--- config.mk ---
export PLATFORM = sky130hd
export DESIGN_NAME = timer_one
export DESIGN_NICKNAME = d
export VERILOG_FILES = /design/src/hw/timer_one_pkg.sv /design/src/hw/timer_one.sv /design/src/hw/pin_edge_sync.sv
export SDC_FILE = /design/constraint.sdc
export NUM_CORES = 1
export LEC_CHECK = 0
export BUFFER_PORTS_ARGS = -buffer_cell sky130_fd_sc_hd__buf_2
export CORE_ASPECT_RATIO = 0.75
export CORE_MARGIN = 2
export CORE_UTILIZATION = 48
export DETAILED_ROUTE_END_ITERATION = 7
export PLACE_DENSITY_LB_ADDON = 0.12
export SYNTH_ARGS = -nofsm -noshare
export SYNTH_HDL_FRONTEND = slang
export SYNTH_SLANG_ARGS = --single-unit
--- constraint.sdc ---
create_clock -name i_clock -period 2.48 [get_ports i_clock]
set_clock_uncertainty 0.2 [all_clocks]
set_input_delay 0.124 -clock i_clock [delete_from_list [all_inputs] [get_ports i_clock]]
set_output_delay 0.124 -clock i_clock [all_outputs]
set_load 0.05 [all_outputs]
--- src/hw/timer_one_pkg.sv ---
// constants shared by the 16-bit timer/counter and its pin synchroniser
// assumes a 32-bit AHB-Lite register bus and one system clock
package timer_one_pkg;
   // ***********************************
   // register map (byte addresses)
   // ***********************************
   localparam logic [7:0] ADDR_CONTROL      = 8'h00;
   localparam logic [7:0] ADDR_COUNT_LOW    = 8'h04;
   localparam logic [7:0] ADDR_COUNT_HIGH   = 8'h08;
   localparam logic [7:0] ADDR_COMPARE      = 8'h0C;
   localparam logic [7:0] ADDR_COMPARE_MODE = 8'h10;
   localparam logic [7:0] ADDR_IRQ_STATUS   = 8'h14;
   localparam logic [7:0] ADDR_IRQ_CLEAR    = 8'h18;
   localparam logic [7:0] ADDR_IRQ_ENABLE   = 8'h1C;
   // ***********************************
   // control fields
   // ***********************************
   localparam int         BIT_RUN        = 0;
   localparam int         BIT_SOURCE     = 1;
   localparam int         BIT_SYNC_DIS   = 2;
   localparam int         BIT_OSC_EN     = 3;
   localparam int         BIT_PRE_LO     = 4;
   localparam int         BIT_PRE_HI     = 5;
   localparam int         BIT_WIDE       = 7;
   localparam logic [7:0] CONTROL_WMASK  = 8'hBF;
   localparam logic [7:0] CONTROL_RESET  = 8'h00;
   // ***********************************
   // counter, compare and events
   // ***********************************
   localparam logic [15:0] COUNT_ZERO         = 16'h0000;
   localparam logic [15:0] COUNT_MAX          = 16'hFFFF;
   localparam logic [15:0] COMPARE_RESET      = 16'hFFFF;
   localparam logic [3:0]  MODE_RESET         = 4'h0;
   localparam logic [3:0]  SPECIAL_EVENT_CODE = 4'hB;
   localparam int          EVENT_BITS         = 2;
   localparam int          EV_OVERFLOW        = 0;
   localparam int          EV_TRIGGER         = 1;
   localparam int          INSTR_DIV          = 4;
   localparam int          PIN_IDX_CRYSTAL    = 0;
   localparam int          PIN_IDX_EXTERNAL   = 1;
endpackage

--- src/hw/timer_one.sv ---
// 16-bit timer/counter with prescaler, compare period reset and irq
// assumes one AHB-Lite master, i_sleep from the power controller
// How it works
// - count up 0000h..FFFFh, wrap is overflow
// - overflow latches flag; irq only when enabled
// - control bit 0 runs or stops counting
// - bit 1 picks Fosc/4 or external rising edges
// - bit 2 picks sync or unsync external
// - bits 5-4 prescale 1, 2, 4, 8
// - bit 3 crystal on, pins forced input
// - crystal and unsync count run in sleep
// - bit 7 picks 16-bit or byte access
// - low read buffers high; low write loads both
// - buffered high write keeps prescaler; low clears
// - compare code 1011 trigger zeroes, starts conversion
// - trigger reset never sets overflow flag
// - write beats coinciding trigger
// - compare value acts as period
//
// Implementation choices: the address map and the AHB-Lite register port.
`timescale 1ns/10ps
module timer_one
   import timer_one_pkg::*;
(
   input  wire logic        i_clock,
   input  wire logic        i_nrst,
   input  wire logic        i_hsel,
   input  wire logic [31:0] i_haddr,
   input  wire logic [1:0]  i_htrans,
   input  wire logic        i_hwrite,
   input  wire logic [2:0]  i_hsize,
   input  wire logic [31:0] i_hwdata,
   input  wire logic        i_hready,
   output logic      [31:0] o_hrdata,
   output logic             o_hreadyout,
   output logic             o_hresp,
   input  wire logic        i_sleep,
   input  wire logic        i_crystal_in_pin,
   input  wire logic        i_external_count_pin,
   input  wire logic        i_adc_enabled,
   output logic             o_irq,
   output logic             o_adc_start,
   output logic             o_crystal_osc_on,
   output logic             o_osc_pins_takeover,
   output logic      [15:0] o_count_pair
);
   // ***********************************
   // state
   // ***********************************
   logic [7:0]            timer_one_control;
   logic [15:0]           count_pair;
   logic [7:0]            count_high_byte;
   logic [15:0]           compare_value_pair;
   logic [3:0]            compare_mode_code;
   logic [EVENT_BITS-1:0] irq_status;
   logic [EVENT_BITS-1:0] irq_enable;
   logic [2:0]            pre_cnt;
   logic [1:0]            div_cnt;
   logic                  sync_pend;
   logic                  wr_pend;
   logic [7:0]            wr_addr;
   logic [1:0]            pin_rise;

   logic [7:0]            next_control;
   logic [15:0]           next_count;
   logic [7:0]            next_high_buf;
   logic [15:0]           next_compare;
   logic [3:0]            next_mode;
   logic [EVENT_BITS-1:0] next_status;
   logic [EVENT_BITS-1:0] next_enable;
   logic [2:0]            next_pre;
   logic [1:0]            next_div;
   logic                  next_sync_pend;
   logic                  next_adc;
   logic                  next_wr_pend;
   logic [7:0]            next_wr_addr;
   logic [31:0]           next_hrdata;

   logic                  instr_en;
   logic                  edge_sel;
   logic                  ext_pulse;
   logic                  src_pulse;
   logic                  tick;
   logic [2:0]            pre_last;
   logic                  trig_hit;
   logic                  ovf_hit;
   logic                  wide;
   logic                  cnt_write;
   logic                  addr_ok;
   logic                  rd_low;
   logic [EVENT_BITS-1:0] clr_bits;
   logic [EVENT_BITS-1:0] events;

   pin_edge_sync #(
      .WIDTH (2)
   ) u_pin_sync (
      .i_clock (i_clock),
      .i_nrst  (i_nrst),
      .i_pin   ({i_external_count_pin, i_crystal_in_pin}),
      .o_rise  (pin_rise)
   );

   // ***********************************
   // bus side
   // ***********************************
   assign wide    = timer_one_control[BIT_WIDE];
   assign addr_ok = i_hsel && i_hready && i_htrans[1];
   assign rd_low  = addr_ok && !i_hwrite && (i_haddr[7:0] == ADDR_COUNT_LOW);

   always_comb begin
      next_wr_pend = addr_ok && i_hwrite;
      next_wr_addr = addr_ok ? i_haddr[7:0] : wr_addr;
      next_hrdata  = 32'h0000_0000;
      if (addr_ok && !i_hwrite) begin
         unique case (i_haddr[7:0])
            ADDR_CONTROL:      next_hrdata[7:0] = timer_one_control & CONTROL_WMASK;
            ADDR_COUNT_LOW:    next_hrdata[7:0] = count_pair[7:0];
            ADDR_COUNT_HIGH:   next_hrdata[7:0] = wide ? count_high_byte : count_pair[15:8];
            ADDR_COMPARE:      next_hrdata[15:0] = compare_value_pair;
            ADDR_COMPARE_MODE: next_hrdata[3:0] = compare_mode_code;
            ADDR_IRQ_STATUS:   next_hrdata[EVENT_BITS-1:0] = irq_status;
            ADDR_IRQ_ENABLE:   next_hrdata[EVENT_BITS-1:0] = irq_enable;
            default:           next_hrdata = 32'h0000_0000;
         endcase
      end
   end

   always_ff @(posedge i_clock or negedge i_nrst) begin
      if (!i_nrst) begin
         wr_pend  <= 1'b0;
         wr_addr  <= 8'h00;
         o_hrdata <= 32'h0000_0000;
      end else begin
         wr_pend  <= next_wr_pend;
         wr_addr  <= next_wr_addr;
         o_hrdata <= next_hrdata;
      end
   end

   // zero wait states, always OKAY
   assign o_hreadyout = 1'b1;
   assign o_hresp     = 1'b0;

   // ***********************************
   // count path
   // ***********************************
   // instruction clock halts in sleep, crystal keeps running
   assign instr_en  = (div_cnt == 2'(INSTR_DIV - 1)) && !i_sleep;
   assign edge_sel  = timer_one_control[BIT_OSC_EN] ? pin_rise[PIN_IDX_CRYSTAL]
                                                    : pin_rise[PIN_IDX_EXTERNAL];
   // unsync edges still pass the pin synchroniser: single clock domain
   assign ext_pulse = timer_one_control[BIT_SYNC_DIS] ? edge_sel : (sync_pend && instr_en);
   assign src_pulse = timer_one_control[BIT_SOURCE] ? ext_pulse : instr_en;
   assign pre_last  = 3'((4'h1 << timer_one_control[BIT_PRE_HI:BIT_PRE_LO]) - 4'h1);
   assign tick      = timer_one_control[BIT_RUN] && src_pulse && (pre_cnt == pre_last);
   assign trig_hit  = (compare_mode_code == SPECIAL_EVENT_CODE) && tick
                      && (count_pair == compare_value_pair);
   assign cnt_write = wr_pend && ((wr_addr == ADDR_COUNT_LOW) || (wr_addr == ADDR_COUNT_HIGH && !wide));
   assign ovf_hit   = tick && (count_pair == COUNT_MAX) && !trig_hit && !cnt_write;
   assign clr_bits  = (wr_pend && wr_addr == ADDR_IRQ_CLEAR) ? i_hwdata[EVENT_BITS-1:0] : '0;

   always_comb begin
      next_div       = i_sleep ? div_cnt : (instr_en ? 2'b00 : 2'(div_cnt + 2'b01));
      next_sync_pend = timer_one_control[BIT_SOURCE] && !timer_one_control[BIT_SYNC_DIS]
                       && (edge_sel || (sync_pend && !instr_en));
      next_control   = timer_one_control;
      next_count     = count_pair;
      next_high_buf  = count_high_byte;
      next_compare   = compare_value_pair;
      next_mode      = compare_mode_code;
      next_enable    = irq_enable;
      next_pre       = pre_cnt;
      events         = '0;
      events[EV_OVERFLOW] = ovf_hit;
      events[EV_TRIGGER]  = trig_hit;
      next_adc       = trig_hit && i_adc_enabled;
      if (timer_one_control[BIT_RUN] && src_pulse) begin
         next_pre = tick ? 3'b000 : 3'(pre_cnt + 3'b001);
      end
      if (trig_hit) begin
         next_count = COUNT_ZERO;
      end else if (tick) begin
         next_count = 16'(count_pair + 16'h0001);
      end
      if (rd_low && wide) begin
         next_high_buf = count_pair[15:8];
      end
      if (wr_pend) begin
         unique case (wr_addr)
            ADDR_CONTROL:      next_control = i_hwdata[7:0] & CONTROL_WMASK;
            ADDR_COUNT_LOW: begin
               next_count = {wide ? count_high_byte : count_pair[15:8], i_hwdata[7:0]};
               next_pre   = 3'b000;
            end
            ADDR_COUNT_HIGH: begin
               if (wide) begin
                  next_high_buf = i_hwdata[7:0];
               end else begin
                  next_count = {i_hwdata[7:0], count_pair[7:0]};
                  next_pre   = 3'b000;
               end
            end
            ADDR_COMPARE:      next_compare = i_hwdata[15:0];
            ADDR_COMPARE_MODE: next_mode = i_hwdata[3:0];
            ADDR_IRQ_ENABLE:   next_enable = i_hwdata[EVENT_BITS-1:0];
            default:           next_pre = next_pre;
         endcase
      end
      next_status = (irq_status & ~clr_bits) | events;
   end

   always_ff @(posedge i_clock or negedge i_nrst) begin
      if (!i_nrst) begin
         timer_one_control  <= CONTROL_RESET;
         count_pair         <= COUNT_ZERO;
         count_high_byte    <= 8'h00;
         compare_value_pair <= COMPARE_RESET;
         compare_mode_code  <= MODE_RESET;
         irq_status         <= '0;
         irq_enable         <= '0;
         pre_cnt            <= 3'b000;
         div_cnt            <= 2'b00;
         sync_pend          <= 1'b0;
         o_adc_start        <= 1'b0;
      end else begin
         timer_one_control  <= next_control;
         count_pair         <= next_count;
         count_high_byte    <= next_high_buf;
         compare_value_pair <= next_compare;
         compare_mode_code  <= next_mode;
         irq_status         <= next_status;
         irq_enable         <= next_enable;
         pre_cnt            <= next_pre;
         div_cnt            <= next_div;
         sync_pend          <= next_sync_pend;
         o_adc_start        <= next_adc;
      end
   end

   // ***********************************
   // outputs
   // ***********************************
   assign o_irq               = |(irq_status & irq_enable);
   assign o_crystal_osc_on    = timer_one_control[BIT_OSC_EN];
   assign o_osc_pins_takeover = timer_one_control[BIT_OSC_EN];
   assign o_count_pair        = count_pair;
endmodule // timer_one

--- src/hw/pin_edge_sync.sv ---
// two-flop synchroniser and rising edge detector, one per pin
// assumes pins are asynchronous to i_clock and slower than half its rate
`timescale 1ns/10ps
module pin_edge_sync
   import timer_one_pkg::*;
#(
   parameter int WIDTH = 2
) (
   input  wire logic             i_clock,
   input  wire logic             i_nrst,
   input  wire logic [WIDTH-1:0] i_pin,
   output logic      [WIDTH-1:0] o_rise
);
   // ***********************************
   // per pin
   // ***********************************
   genvar g;
   generate
      for (g = 0; g < WIDTH; g++) begin : g_pin
         logic meta;
         logic stable;
         logic prev;
         logic rise;
         logic next_rise;
         always_comb begin
            next_rise = stable & ~prev;
         end
         // meta feeds only stable
         always_ff @(posedge i_clock or negedge i_nrst) begin
            if (!i_nrst) begin
               meta      <= 1'b0;
               stable    <= 1'b0;
               prev      <= 1'b0;
               rise      <= 1'b0;
            end else begin
               meta      <= i_pin[g];
               stable    <= meta;
               prev      <= stable;
               rise      <= next_rise;
            end
         end
         // one flop per bit, so no two processes share a variable
         assign o_rise[g] = rise;
      end
   endgenerate
endmodule // pin_edge_sync

After elaboration in Yosys (flattened, before gate mapping)
Index checks and enable logic that the tools add are counted.
- input bits: 78
- register bits: 95
- output and inout port bits: 54
- logic and storage cells: 117
- bitwise logic cells: 8
- add/sub/neg operators: 4
- shifts and indexed selects: 1
- reductions and logical operators: 38
- eq/ne operators: 18
- muxes and demuxes: 25
- operators by type and width (operator ; number):
    two-way mux 16 bit ; 5
    equality test 8 x 5 -> 1 bit (second input constant) ; 6
    two-way mux 8 bit ; 6
    equality test 8 x 4 -> 1 bit (second input constant) ; 4
    one-hot mux 16 bit (2 select lines) ; 1
    logical AND 1 bit ; 22
    adder 16 x 1 -> 16 bit (second input constant) ; 1
    equality test 16 bit ; 1
    equality test 16 bit (second input constant) ; 1
    equality test 8 x 3 -> 1 bit (second input constant) ; 2
    logical NOT 8 bit ; 2
    one-hot mux 4 bit (4 select lines) ; 1
    one-hot mux 2 bit (7 select lines) ; 1
    two-way mux 3 bit ; 4
    one-hot mux 2 bit (5 select lines) ; 1
    AND reduction 2 bit ; 4
    logical NOT 1 bit ; 7
    one-hot mux 3 bit (2 select lines) ; 1
    AND 2 bit ; 2
    equality test 4 bit (second input constant) ; 1
    two-way mux 2 bit ; 2
    adder 3 x 1 -> 3 bit (second input constant) ; 1
    equality test 3 bit ; 1
    two-way mux 1 bit ; 3
    11 further kinds ; 14

Depth between registers and ports, before layout
Gate-level depths: netlist of the first run.
- depth in word-level cells: 13
- gate-level depth with buffers: 8

By module
Synthesis of the first run repeated with hierarchy kept, for this count alone.
- cell total of the unflattened synthesis: 456
- area total of the unflattened synthesis: 5012.3 um^2
- by module, submodules not included (module ; seq. area each (um^2) ; area each (um^2) ; cells each ; times used):
    timer_one ; 2197.1 ; 4769.6 ; 444 ; 1
    pin_edge_sync ; 200.2 ; 242.7 ; 12 ; 1

Worst setup path after synthesis of the first run
No wires, ideal clock.
- kind: reg2reg
- start: reg count_pair[3] (netlist: o_count_pair[3])
- end: reg count_pair[14] (netlist: o_count_pair[14])
- data arrival time: 2.251 ns
- stages on the path, launching flop included: 9
- buffers on the path: 2
- library setup time: 0.076 ns
- slack: -0.047 ns
- cell sequence: dfrtp_1 -> clkbuf_1 -> and4_1 -> and3_1 -> clkbuf_1 -> nand4_1 -> or3_1 -> xor2_1 -> o21ai_1
- word-level cells in the longest chain between the ends: 6
- elaborated cells on any way between the ends: 8
- classes of those cells: add/sub: 1; eq/ne: 1; mux: 5; reduce/logical: 1
- ends and longest elaborated chain (what ; line ; RTL):
    start: declaration ; timer_one.sv:51 ; logic [15:0] count_pair;
    start signal: assignment ; timer_one.sv:227 ; count_pair <= next_count;
    adder 16 x 1 -> 16 bit or equality test 16 bit (tied branches) ; timer_one.sv:183, timer_one.sv:157 ;
    two-way mux 16 bit or logical AND 1 bit (tied branches) ; timer_one.sv:182, timer_one.sv:157 ;
    two-way mux 16 bit * ; timer_one.sv:180 ; if (trig_hit) begin
    two-way mux 16 bit ; timer_one.sv:196 ; if (wide) begin
    one-hot mux 16 bit (2 select lines) ; timer_one.sv:189 ; unique case (wr_addr)
    two-way mux 16 bit * ; timer_one.sv:188 ; if (wr_pend) begin
    via next_count[14] ; timer_one.sv:65 ; logic [15:0] next_count;
The timed path passes the listed nets; every way through them passes the cells marked *. The select of a mux whose other input is x is not followed.
A chain may end at the register's enable or synchronous reset.

Worst setup path after layout of the first run
- start: reg timer_one_control[4]
- end: reg count_pair[7] (netlist: o_count_pair[7])
- word-level cells in the longest chain between the ends: 10
- elaborated cells on any way between the ends: 11
- classes of those cells: add/sub: 1; eq/ne: 1; shift: 1; mux: 5; reduce/logical: 3
- ends and longest elaborated chain (what ; line ; RTL):
    start: declaration ; timer_one.sv:50 ; logic [7:0] timer_one_control;
    start signal: assignment ; timer_one.sv:226 ; timer_one_control <= next_control;
    << shifter 1 x 2 -> 3 bit * ; timer_one.sv:154 ; assign pre_last = 3'((4'h1 << timer_one_control[BIT_PRE_HI:BIT_PRE_LO]) - 4'h1);
    subtractor 3 x 1 -> 3 bit * ; timer_one.sv:154 ;
    equality test 3 bit * ; timer_one.sv:155 ; assign tick = timer_one_control[BIT_RUN] && src_pulse && (pre_cnt == pre_last);
    logical AND 1 bit * ; timer_one.sv:155 ;
    logical AND 1 bit ; timer_one.sv:156 ; assign trig_hit = (compare_mode_code == SPECIAL_EVENT_CODE) && tick
    logical AND 1 bit ; timer_one.sv:157 ; && (count_pair == compare_value_pair);
    two-way mux 16 bit * ; timer_one.sv:180 ;
    two-way mux 16 bit ; timer_one.sv:196 ;
    one-hot mux 16 bit (2 select lines) ; timer_one.sv:189 ;
    two-way mux 16 bit * ; timer_one.sv:188 ;
Every way passes the cells marked *; elsewhere a longest branch is shown, timed or not. The select of a mux whose other input is x is not followed.

==> summary.md, run 1 <==
| Metric | Value |
|---|---|
| Clock latency on the worst-skew pair | 0.34 ns |
| CTS sink count | 95 |
| Final Non-Filler Cells | between 700 and 800 |
| DIE AREA | 11100 µm² |
| Max VDD drop | roughly 460 µV |
| Post-DR vias/cell | 5.53 |
| Global-route wire length before repair | 20700 µm |
| Hold crit path type | in2async |
| Fmax | slightly above 0.4 GHz |
| Post-route cell area | about 6200 µm² |
| DRC | 0 |
| Cells after DPL | approximately 670 |
| Mapped Cells | 451 |
| Most common cell after layout, fill and taps aside | dfrtp_1 |
| DRT Pass-1 Iters | 5 |
| Htree depth | 3 |
| Required time worst endpoint | ~2.5 ns |
| CP max-delay cell | or4_1 |
| Drt wl/cell | between 15 and 20 µm |
| Leakage | about 2.9 nW |
| Post-synthesis sequential area ratio | 0.488 |
| Status | complete, no violations |
| Async SR Flop Fraction | 1.00 |
| Via count | 3981 |
| WS Path Type | reg2reg |
| Initial Util | 0.501 |
| Max incr delay on CP | between 0.5 and 0.6 ns |
| RR Endpoint | o_count_pair[7]$_DFFE_PN0P_ |
| Startpoint Class | flip-flop |
| CTS tree | yes |
| GRT overflow | 0 |
| Initial DRC count | approximately 310 |
| CP delay by family, top | simple AND/OR/NAND/NOR gates |
| RR Startpoint | timer_one_control[4]$_DFFE_PN0P_ |
| Critical-path cell list | or4_1 > a21o_1 > a22o_4 > o31ai_4 > buf_6 > a21oi_1 > or2_2 |
| DP HPWL | ~9400 µm |
| Nets | between 600 and 700 |
| Synth Flop Type | dfrtp_1 |
| Share of layout cells above drive strength 1 | 0.350 |
| Crit path DAT | approximately 2.4 ns |
| Synthesis-stage register bit count | between 90 and 100 |
| Tmin final | 2.41 ns |
| Post-synth EDFFs | 0 |
| Root buffer cell | clkbuf_16 |
| Placeable Area | between 9000 and 10000 µm² |
| FF-to-FF setup slack | between 0.07 and 0.08 ns |
| Final period util | 0.970 |
| Initial antenna violation count | 0 |
| Post-Syn Area per Cell | approximately 11 µm² |
| Port Buffers | 69 |
| Routability congestion estimate | 0.926 |
| Setup ws final | 0.0735 ns |
| Yosys warnings | 0 |
| Final hold slack | 0.0883 ns |
| DRT Wirelength | approximately 13000 µm |
| Max FO, Critical Path | 7 |
| Power per Cell Area | roughly 660 nW/µm² |
| Slew Viols, Final | 0 |
| Post-synth cell types | 52 |
| WP buf/inv | 1 |
| Layout overhead on the synthesized area | 26.2% |
| IO Pins | ~130 |
| Worst slack, placed | between 0.02 and 0.025 ns |
| Site Rows | 31 |
| Fin Setup TNS | 0 ns |
| Most frequent cells in the layout | 77 x dfrtp_1, 69 x buf_2, 43 x buf_4 |
| Placed inst area | between 5000 and 6000 µm² |
| Number of maximum-capacitance violations | 0 |
| Final Hold Fails | 0 |
| RSZ-0062 raised after global routing | no |
| Depth of the worst register-to-register path | 7 |
| DIE WIDTH | 121 µm |
| GRT Util Overall | 0.246 |
| CP Capture Type | flip-flop |
| Clock Tree Buf Depth | 2 |
| Height of the die | roughly 92 µm |
| Vias in the first global route | ~3900 |
| Num CTS Buffers | 9 |
| Mapped cell area | around 5000 µm² |
| Clk slew on worst S/H paths | 0.07 ns |
| DRT antenna net count | 0 |
| Ant diodes | 0 |
| Final setup vio count | 0 |
| Largest net degree at the start of global routing | 60 |
## Yosys cell counts (8+ instances only)
master,instances,area share
dfrtp_1,79,0.40
mux2_2,41,0.094
nand2_1,31,0.024
nor2_1,24,0.018
xor2_1,23,0.041
buf_4,20,0.031
o21ai_0,19,0.019
dfstp_2,16,0.085
and2_1,14,0.018
clkbuf_1,14,0.011
nand4_1,13,0.017
a22oi_1,12,0.018
nand3_1,12,0.012
inv_1,8,0.0061
o21a_1,8,0.012
## sequential cells by signal (all words and copies together) (netlist names), 3 cells and up
signal and cells:
compare_mode_code 4, count_high_byte 8, wr_addr 8, o_count_pair 16
compare_value_pair 16, timer_one_control 7, o_hrdata 16, pre_cnt 3
## routing by layer
layer,wire (µm),track usage
met3,998,0.0616
met1,6180,0.362
met5,0,0
met2,5800,0.365
met4,146,0.0562
## through the flow
stage | util | power, mW
floorplan | - | 2.45
global placement | 0.572 | 2.76
detailed placement | 0.572 | 2.79
CTS | 0.629 | 4.11
global route | 0.632 | 4.30
finish | 0.632 | 4.10
## final cells by class
type	count	area, µm²
clock buffers	11	243
clock inverters	5	33.8
fillers	815	3610
inverters	8	30.0
multi-input cells	326	2340
flip-flops and latches	95	2400
well taps	132	165
repair buffers	143	991
## report_power, final
part	switching, mW	internal [mW]	leakage (nW)
logic	0.593	0.396	1.58
clock network	0.580	0.706	0.132
registers	0.117	1.71	1.16
total	1.29	2.81	2.88
## how the worst max path moves through the flow
stage	start	to	slack, ns	cells after the start
2_1_floorplan	timer_one_control[3]$_DFFE_PN0P_	o_count_pair[2]$_DFFE_PN0P_	0.05	6
3_3_place_gp	timer_one_control[4]$_DFFE_PN0P_	o_count_pair[7]$_DFFE_PN0P_	0.03	7
3_5_place_dp	timer_one_control[4]$_DFFE_PN0P_	o_count_pair[7]$_DFFE_PN0P_	0.02	7
4_1_cts	timer_one_control[4]$_DFFE_PN0P_	o_count_pair[7]$_DFFE_PN0P_	0.002	7
5_1_grt	compare_value_pair[1]$_DFFE_PN1P_	o_count_pair[4]$_DFFE_PN0P_	0.008	8
6_report	timer_one_control[4]$_DFFE_PN0P_	o_count_pair[7]$_DFFE_PN0P_	0.07	7
## cells by family (layout without fill, tap and decap cells)
kind of cell	after synthesis	in the layout	share of synthesized area
compound gates	84	84	0.122
xor+xnor	27	27	0.0481
fa+ha+maj	3	3	0.00763
buf+inv	46	167	0.0509
flops	95	95	0.488
mux	51	51	0.127
other cells	2	18	0.00153
simple gates	143	143	0.156
## timing repair
action | in CTS | in global routing
setup buffers | 0 | 1
hold buffers | 28 | 0
resized for setup | 0 | 7
endpoints found under the hold margin | 96 | 0
endpoints found under the setup margin | 0 | 9
No activity file was read; power rests on OpenSTA's default activity.
==> run 2: changes to the inputs <==
- CTS_CLUSTER_SIZE: unset -> 28
- clock period: 2.48 -> 2.2 ns (I/O delays scaled with it)
==> run 2 against run 1 <==
  * Setup slack got worse by 0.28 ns
  * Cell count grew 3.5%
  * Fmax decreased by 0.12%
  * Clock power up 19%
  * Critical path type unchanged
  * Non-clock buffer count up 25
  * Combinational power grew 22%
  * The flow now finishes with violations (setup timing)
  * Critical endpoint unchanged
  * Flip-flop and latch count stayed put
  * Largest power group unchanged
  * Highest routed layer unchanged
==> summary.md, run 2 (synthesized netlist as in run 1, its figures left out) <==
| Metric | Value |
|---|---|
| Status | complete, but fails checks |
| Violated checks | setup timing |
| Met1 Usage GRT | 0.373 |
| Hold crit path type | in2reg |
| Tmin final | ~2.4 ns |
| GRT overflow | 0 |
| Initial antenna violation count | 0 |
| Share of layout cells above drive strength 1 | 0.416 |
| Startpoint Class | flip-flop |
| Ant diodes | 0 |
| Crit path DAT | about 2.4 ns |
| Nets | 689 |
| Met2 usage | 0.397 |
| Sw frac | 0.311 |
| Final period util | 1.10 |
| Post-layout util | 0.668 |
| Worst hold endpoint | o_hrdata[6]$_DFF_PN0_ |
| Max VDD drop | approximately 440 µV |
| Leakage | about 3.0 nW |
| Initial Util | 0.501 |
| DRT Wirelength | 13500 µm |
| RSZ-0062 raised after global routing | yes |
| Via count | a little over 4000 |
| Placeable Area | ~9800 µm² |
| Max FO, Critical Path | 9 |
| Most common cell after layout, fill and taps aside | buf_2 |
| CP Capture Type | flip-flop |
| CP max-delay cell | or4_4 |
| Drt wl/cell | 18.1 µm |
| Largest net degree at the start of global routing | between 40 and 50 |
| WS Path Type | reg2reg |
| DP HPWL | between 9000 and 10000 µm |
| DRT antenna net count | 0 |
| Vias in the first global route | approximately 4000 |
| Internal power | approximately 3.3 mW |
| Setup ws final | -0.209 ns |
| Worst Hold Path Cells | 4 |
| RR Endpoint | o_count_pair[7]$_DFFE_PN0P_ |
| GRT Util Overall | 0.258 |
| DIE AREA | 11100 µm² |
| Final Hold Fails | 0 |
| Final Non-Filler Cells | 745 |
| Clock latency on the worst-skew pair | between 0.3 and 0.4 ns |
| Clk slew on worst S/H paths | around 0.060 ns |
| Power per Cell Area | roughly 730 nW/µm² |
| Fmax | 0.415 GHz |
| Required time worst endpoint | 2.23 ns |
| Depth of the worst register-to-register path | 7 |
| Critical-path cell list | or4_4 > a21o_1 > a22o_4 > o31ai_4 > buf_4 > a21oi_1 > or2_4 |
| Max incr delay on CP | roughly 0.52 ns |
| Most frequent cells in the layout | 68 x buf_2, 67 x dfrtp_1, 66 x buf_4 |
| CTS sink count | between 90 and 100 |
| Layout overhead on the synthesized area | 33.3% |
| IO Pins | ~130 |
| Clock Tree Buf Depth | 2 |
| Num CTS Buffers | 9 |
| Htree depth | 3 |
| Sequential Power Share | 0.429 |
| Logic pwr share | 0.252 |
| DRT Pass-1 Iters | 5 |
| Site Rows | 31 |
| Post-DR vias/cell | between 5 and 6 |
| Root buffer cell | clkbuf_16 |
| Routability congestion estimate | between 0.9 and 1 |
| Number of maximum-capacitance violations | 0 |
| Final hold slack | between 0.07 and 0.08 ns |
| Hold Path Origin | i_haddr[3] |
| Cells after DPL | 699 |
| Global-route wire length before repair | 21900 µm |
| Port Buffers | 69 |
| Net Sw Power | 1.49 mW |
| DIE WIDTH | 121 µm |
| Grt met3 use | 0.0641 |
| Slew Viols, Final | 0 |
| DRC | 0 |
| Design Power | just under 5 mW |
| Initial DRC count | 278 |
| Fin Setup TNS | -1.86 ns |
| RR Startpoint | timer_one_control[4]$_DFFE_PN0P_ |
| Fillers | 775 |
| Tightest Pin Transition | between 0.6 and 0.7 ns |
| Global route hottest layer | met2 |
| FF-to-FF setup slack | -0.21 ns |
| Clock Power Share | 0.318 |
| Setup crit start | timer_one_control[4]$_DFFE_PN0P_ |
| Height of the die | between 90 and 100 µm |
| Worst slew margin relative to its limit | 0.595 |
| CTS tree | yes |
| Final setup vio count | 17 |
## run 2: power by group through the flow
stage / logic [mW] / registers, mW / clock network (mW)
2_1_floorplan: 0.554 / 2.22 / 0
3_3_place_gp: 1.12 / 2.07 / 0
3_5_place_dp: 1.14 / 2.08 / 0
4_1_cts: 1.19 / 2.05 / 1.55
5_1_grt: 1.31 / 2.08 / 1.64
6_report: 1.21 / 2.06 / 1.53
## run 2: what timing repair did
item / in CTS / in global routing
pin swaps: 9 / 6
hold buffers: 28 / 0
endpoints found under the hold margin: 101 / 0
buffers inserted: 5 / 2
resized for setup: 15 / 12
endpoints found under the setup margin: 32 / 32
## run 2: routing by layer
layer  up-vias  routed length, µm
met1      2070               6190
met3        17                990
met4         0                146
met5         -                  0
met2       148               6190
li1       1900                  -
## run 2: worst max path at each step
stage | cells past startpoint | endpoint | slack, ns
finish | 7 | o_count_pair[7]$_DFFE_PN0P_ | -0.21
global route | 7 | o_count_pair[7]$_DFFE_PN0P_ | -0.27
CTS | 7 | o_count_pair[7]$_DFFE_PN0P_ | -0.20
detailed placement | 8 | o_count_pair[3]$_DFFE_PN0P_ | -0.24
global placement | 8 | o_count_pair[3]$_DFFE_PN0P_ | -0.18
floorplan | 6 | o_count_pair[2]$_DFFE_PN0P_ | -0.15
## run 2: per-stage QoR
stage	area [µm²]	setup slack (ns)
floorplan	5020	-0.147
global placement	5850	-0.183
detailed placement	5850	-0.241
CTS	6510	-0.197
global route	6560	-0.275
finish	6560	-0.209
## run 2: critical path: cells and delay by family, from the launching register on
family | cells | cell delay [ns]
flops | 1 | 0.38
buf+inv | 1 | 0.22
compound gates | 4 | 0.76
simple gates | 2 | 0.73
## run 2: area by class of cell
cell class	count	area, µm²	share of cell area
Multi-Input combinational cell	326	2450	0.374
Sequential cell	95	2410	0.368
Timing Repair Buffer	168	1210	0.185
Clock buffer	12	236	0.0361
Tap cell	132	165	0.0252
Clock inverter	4	48.8	0.00744
Inverter	8	30.0	0.00458
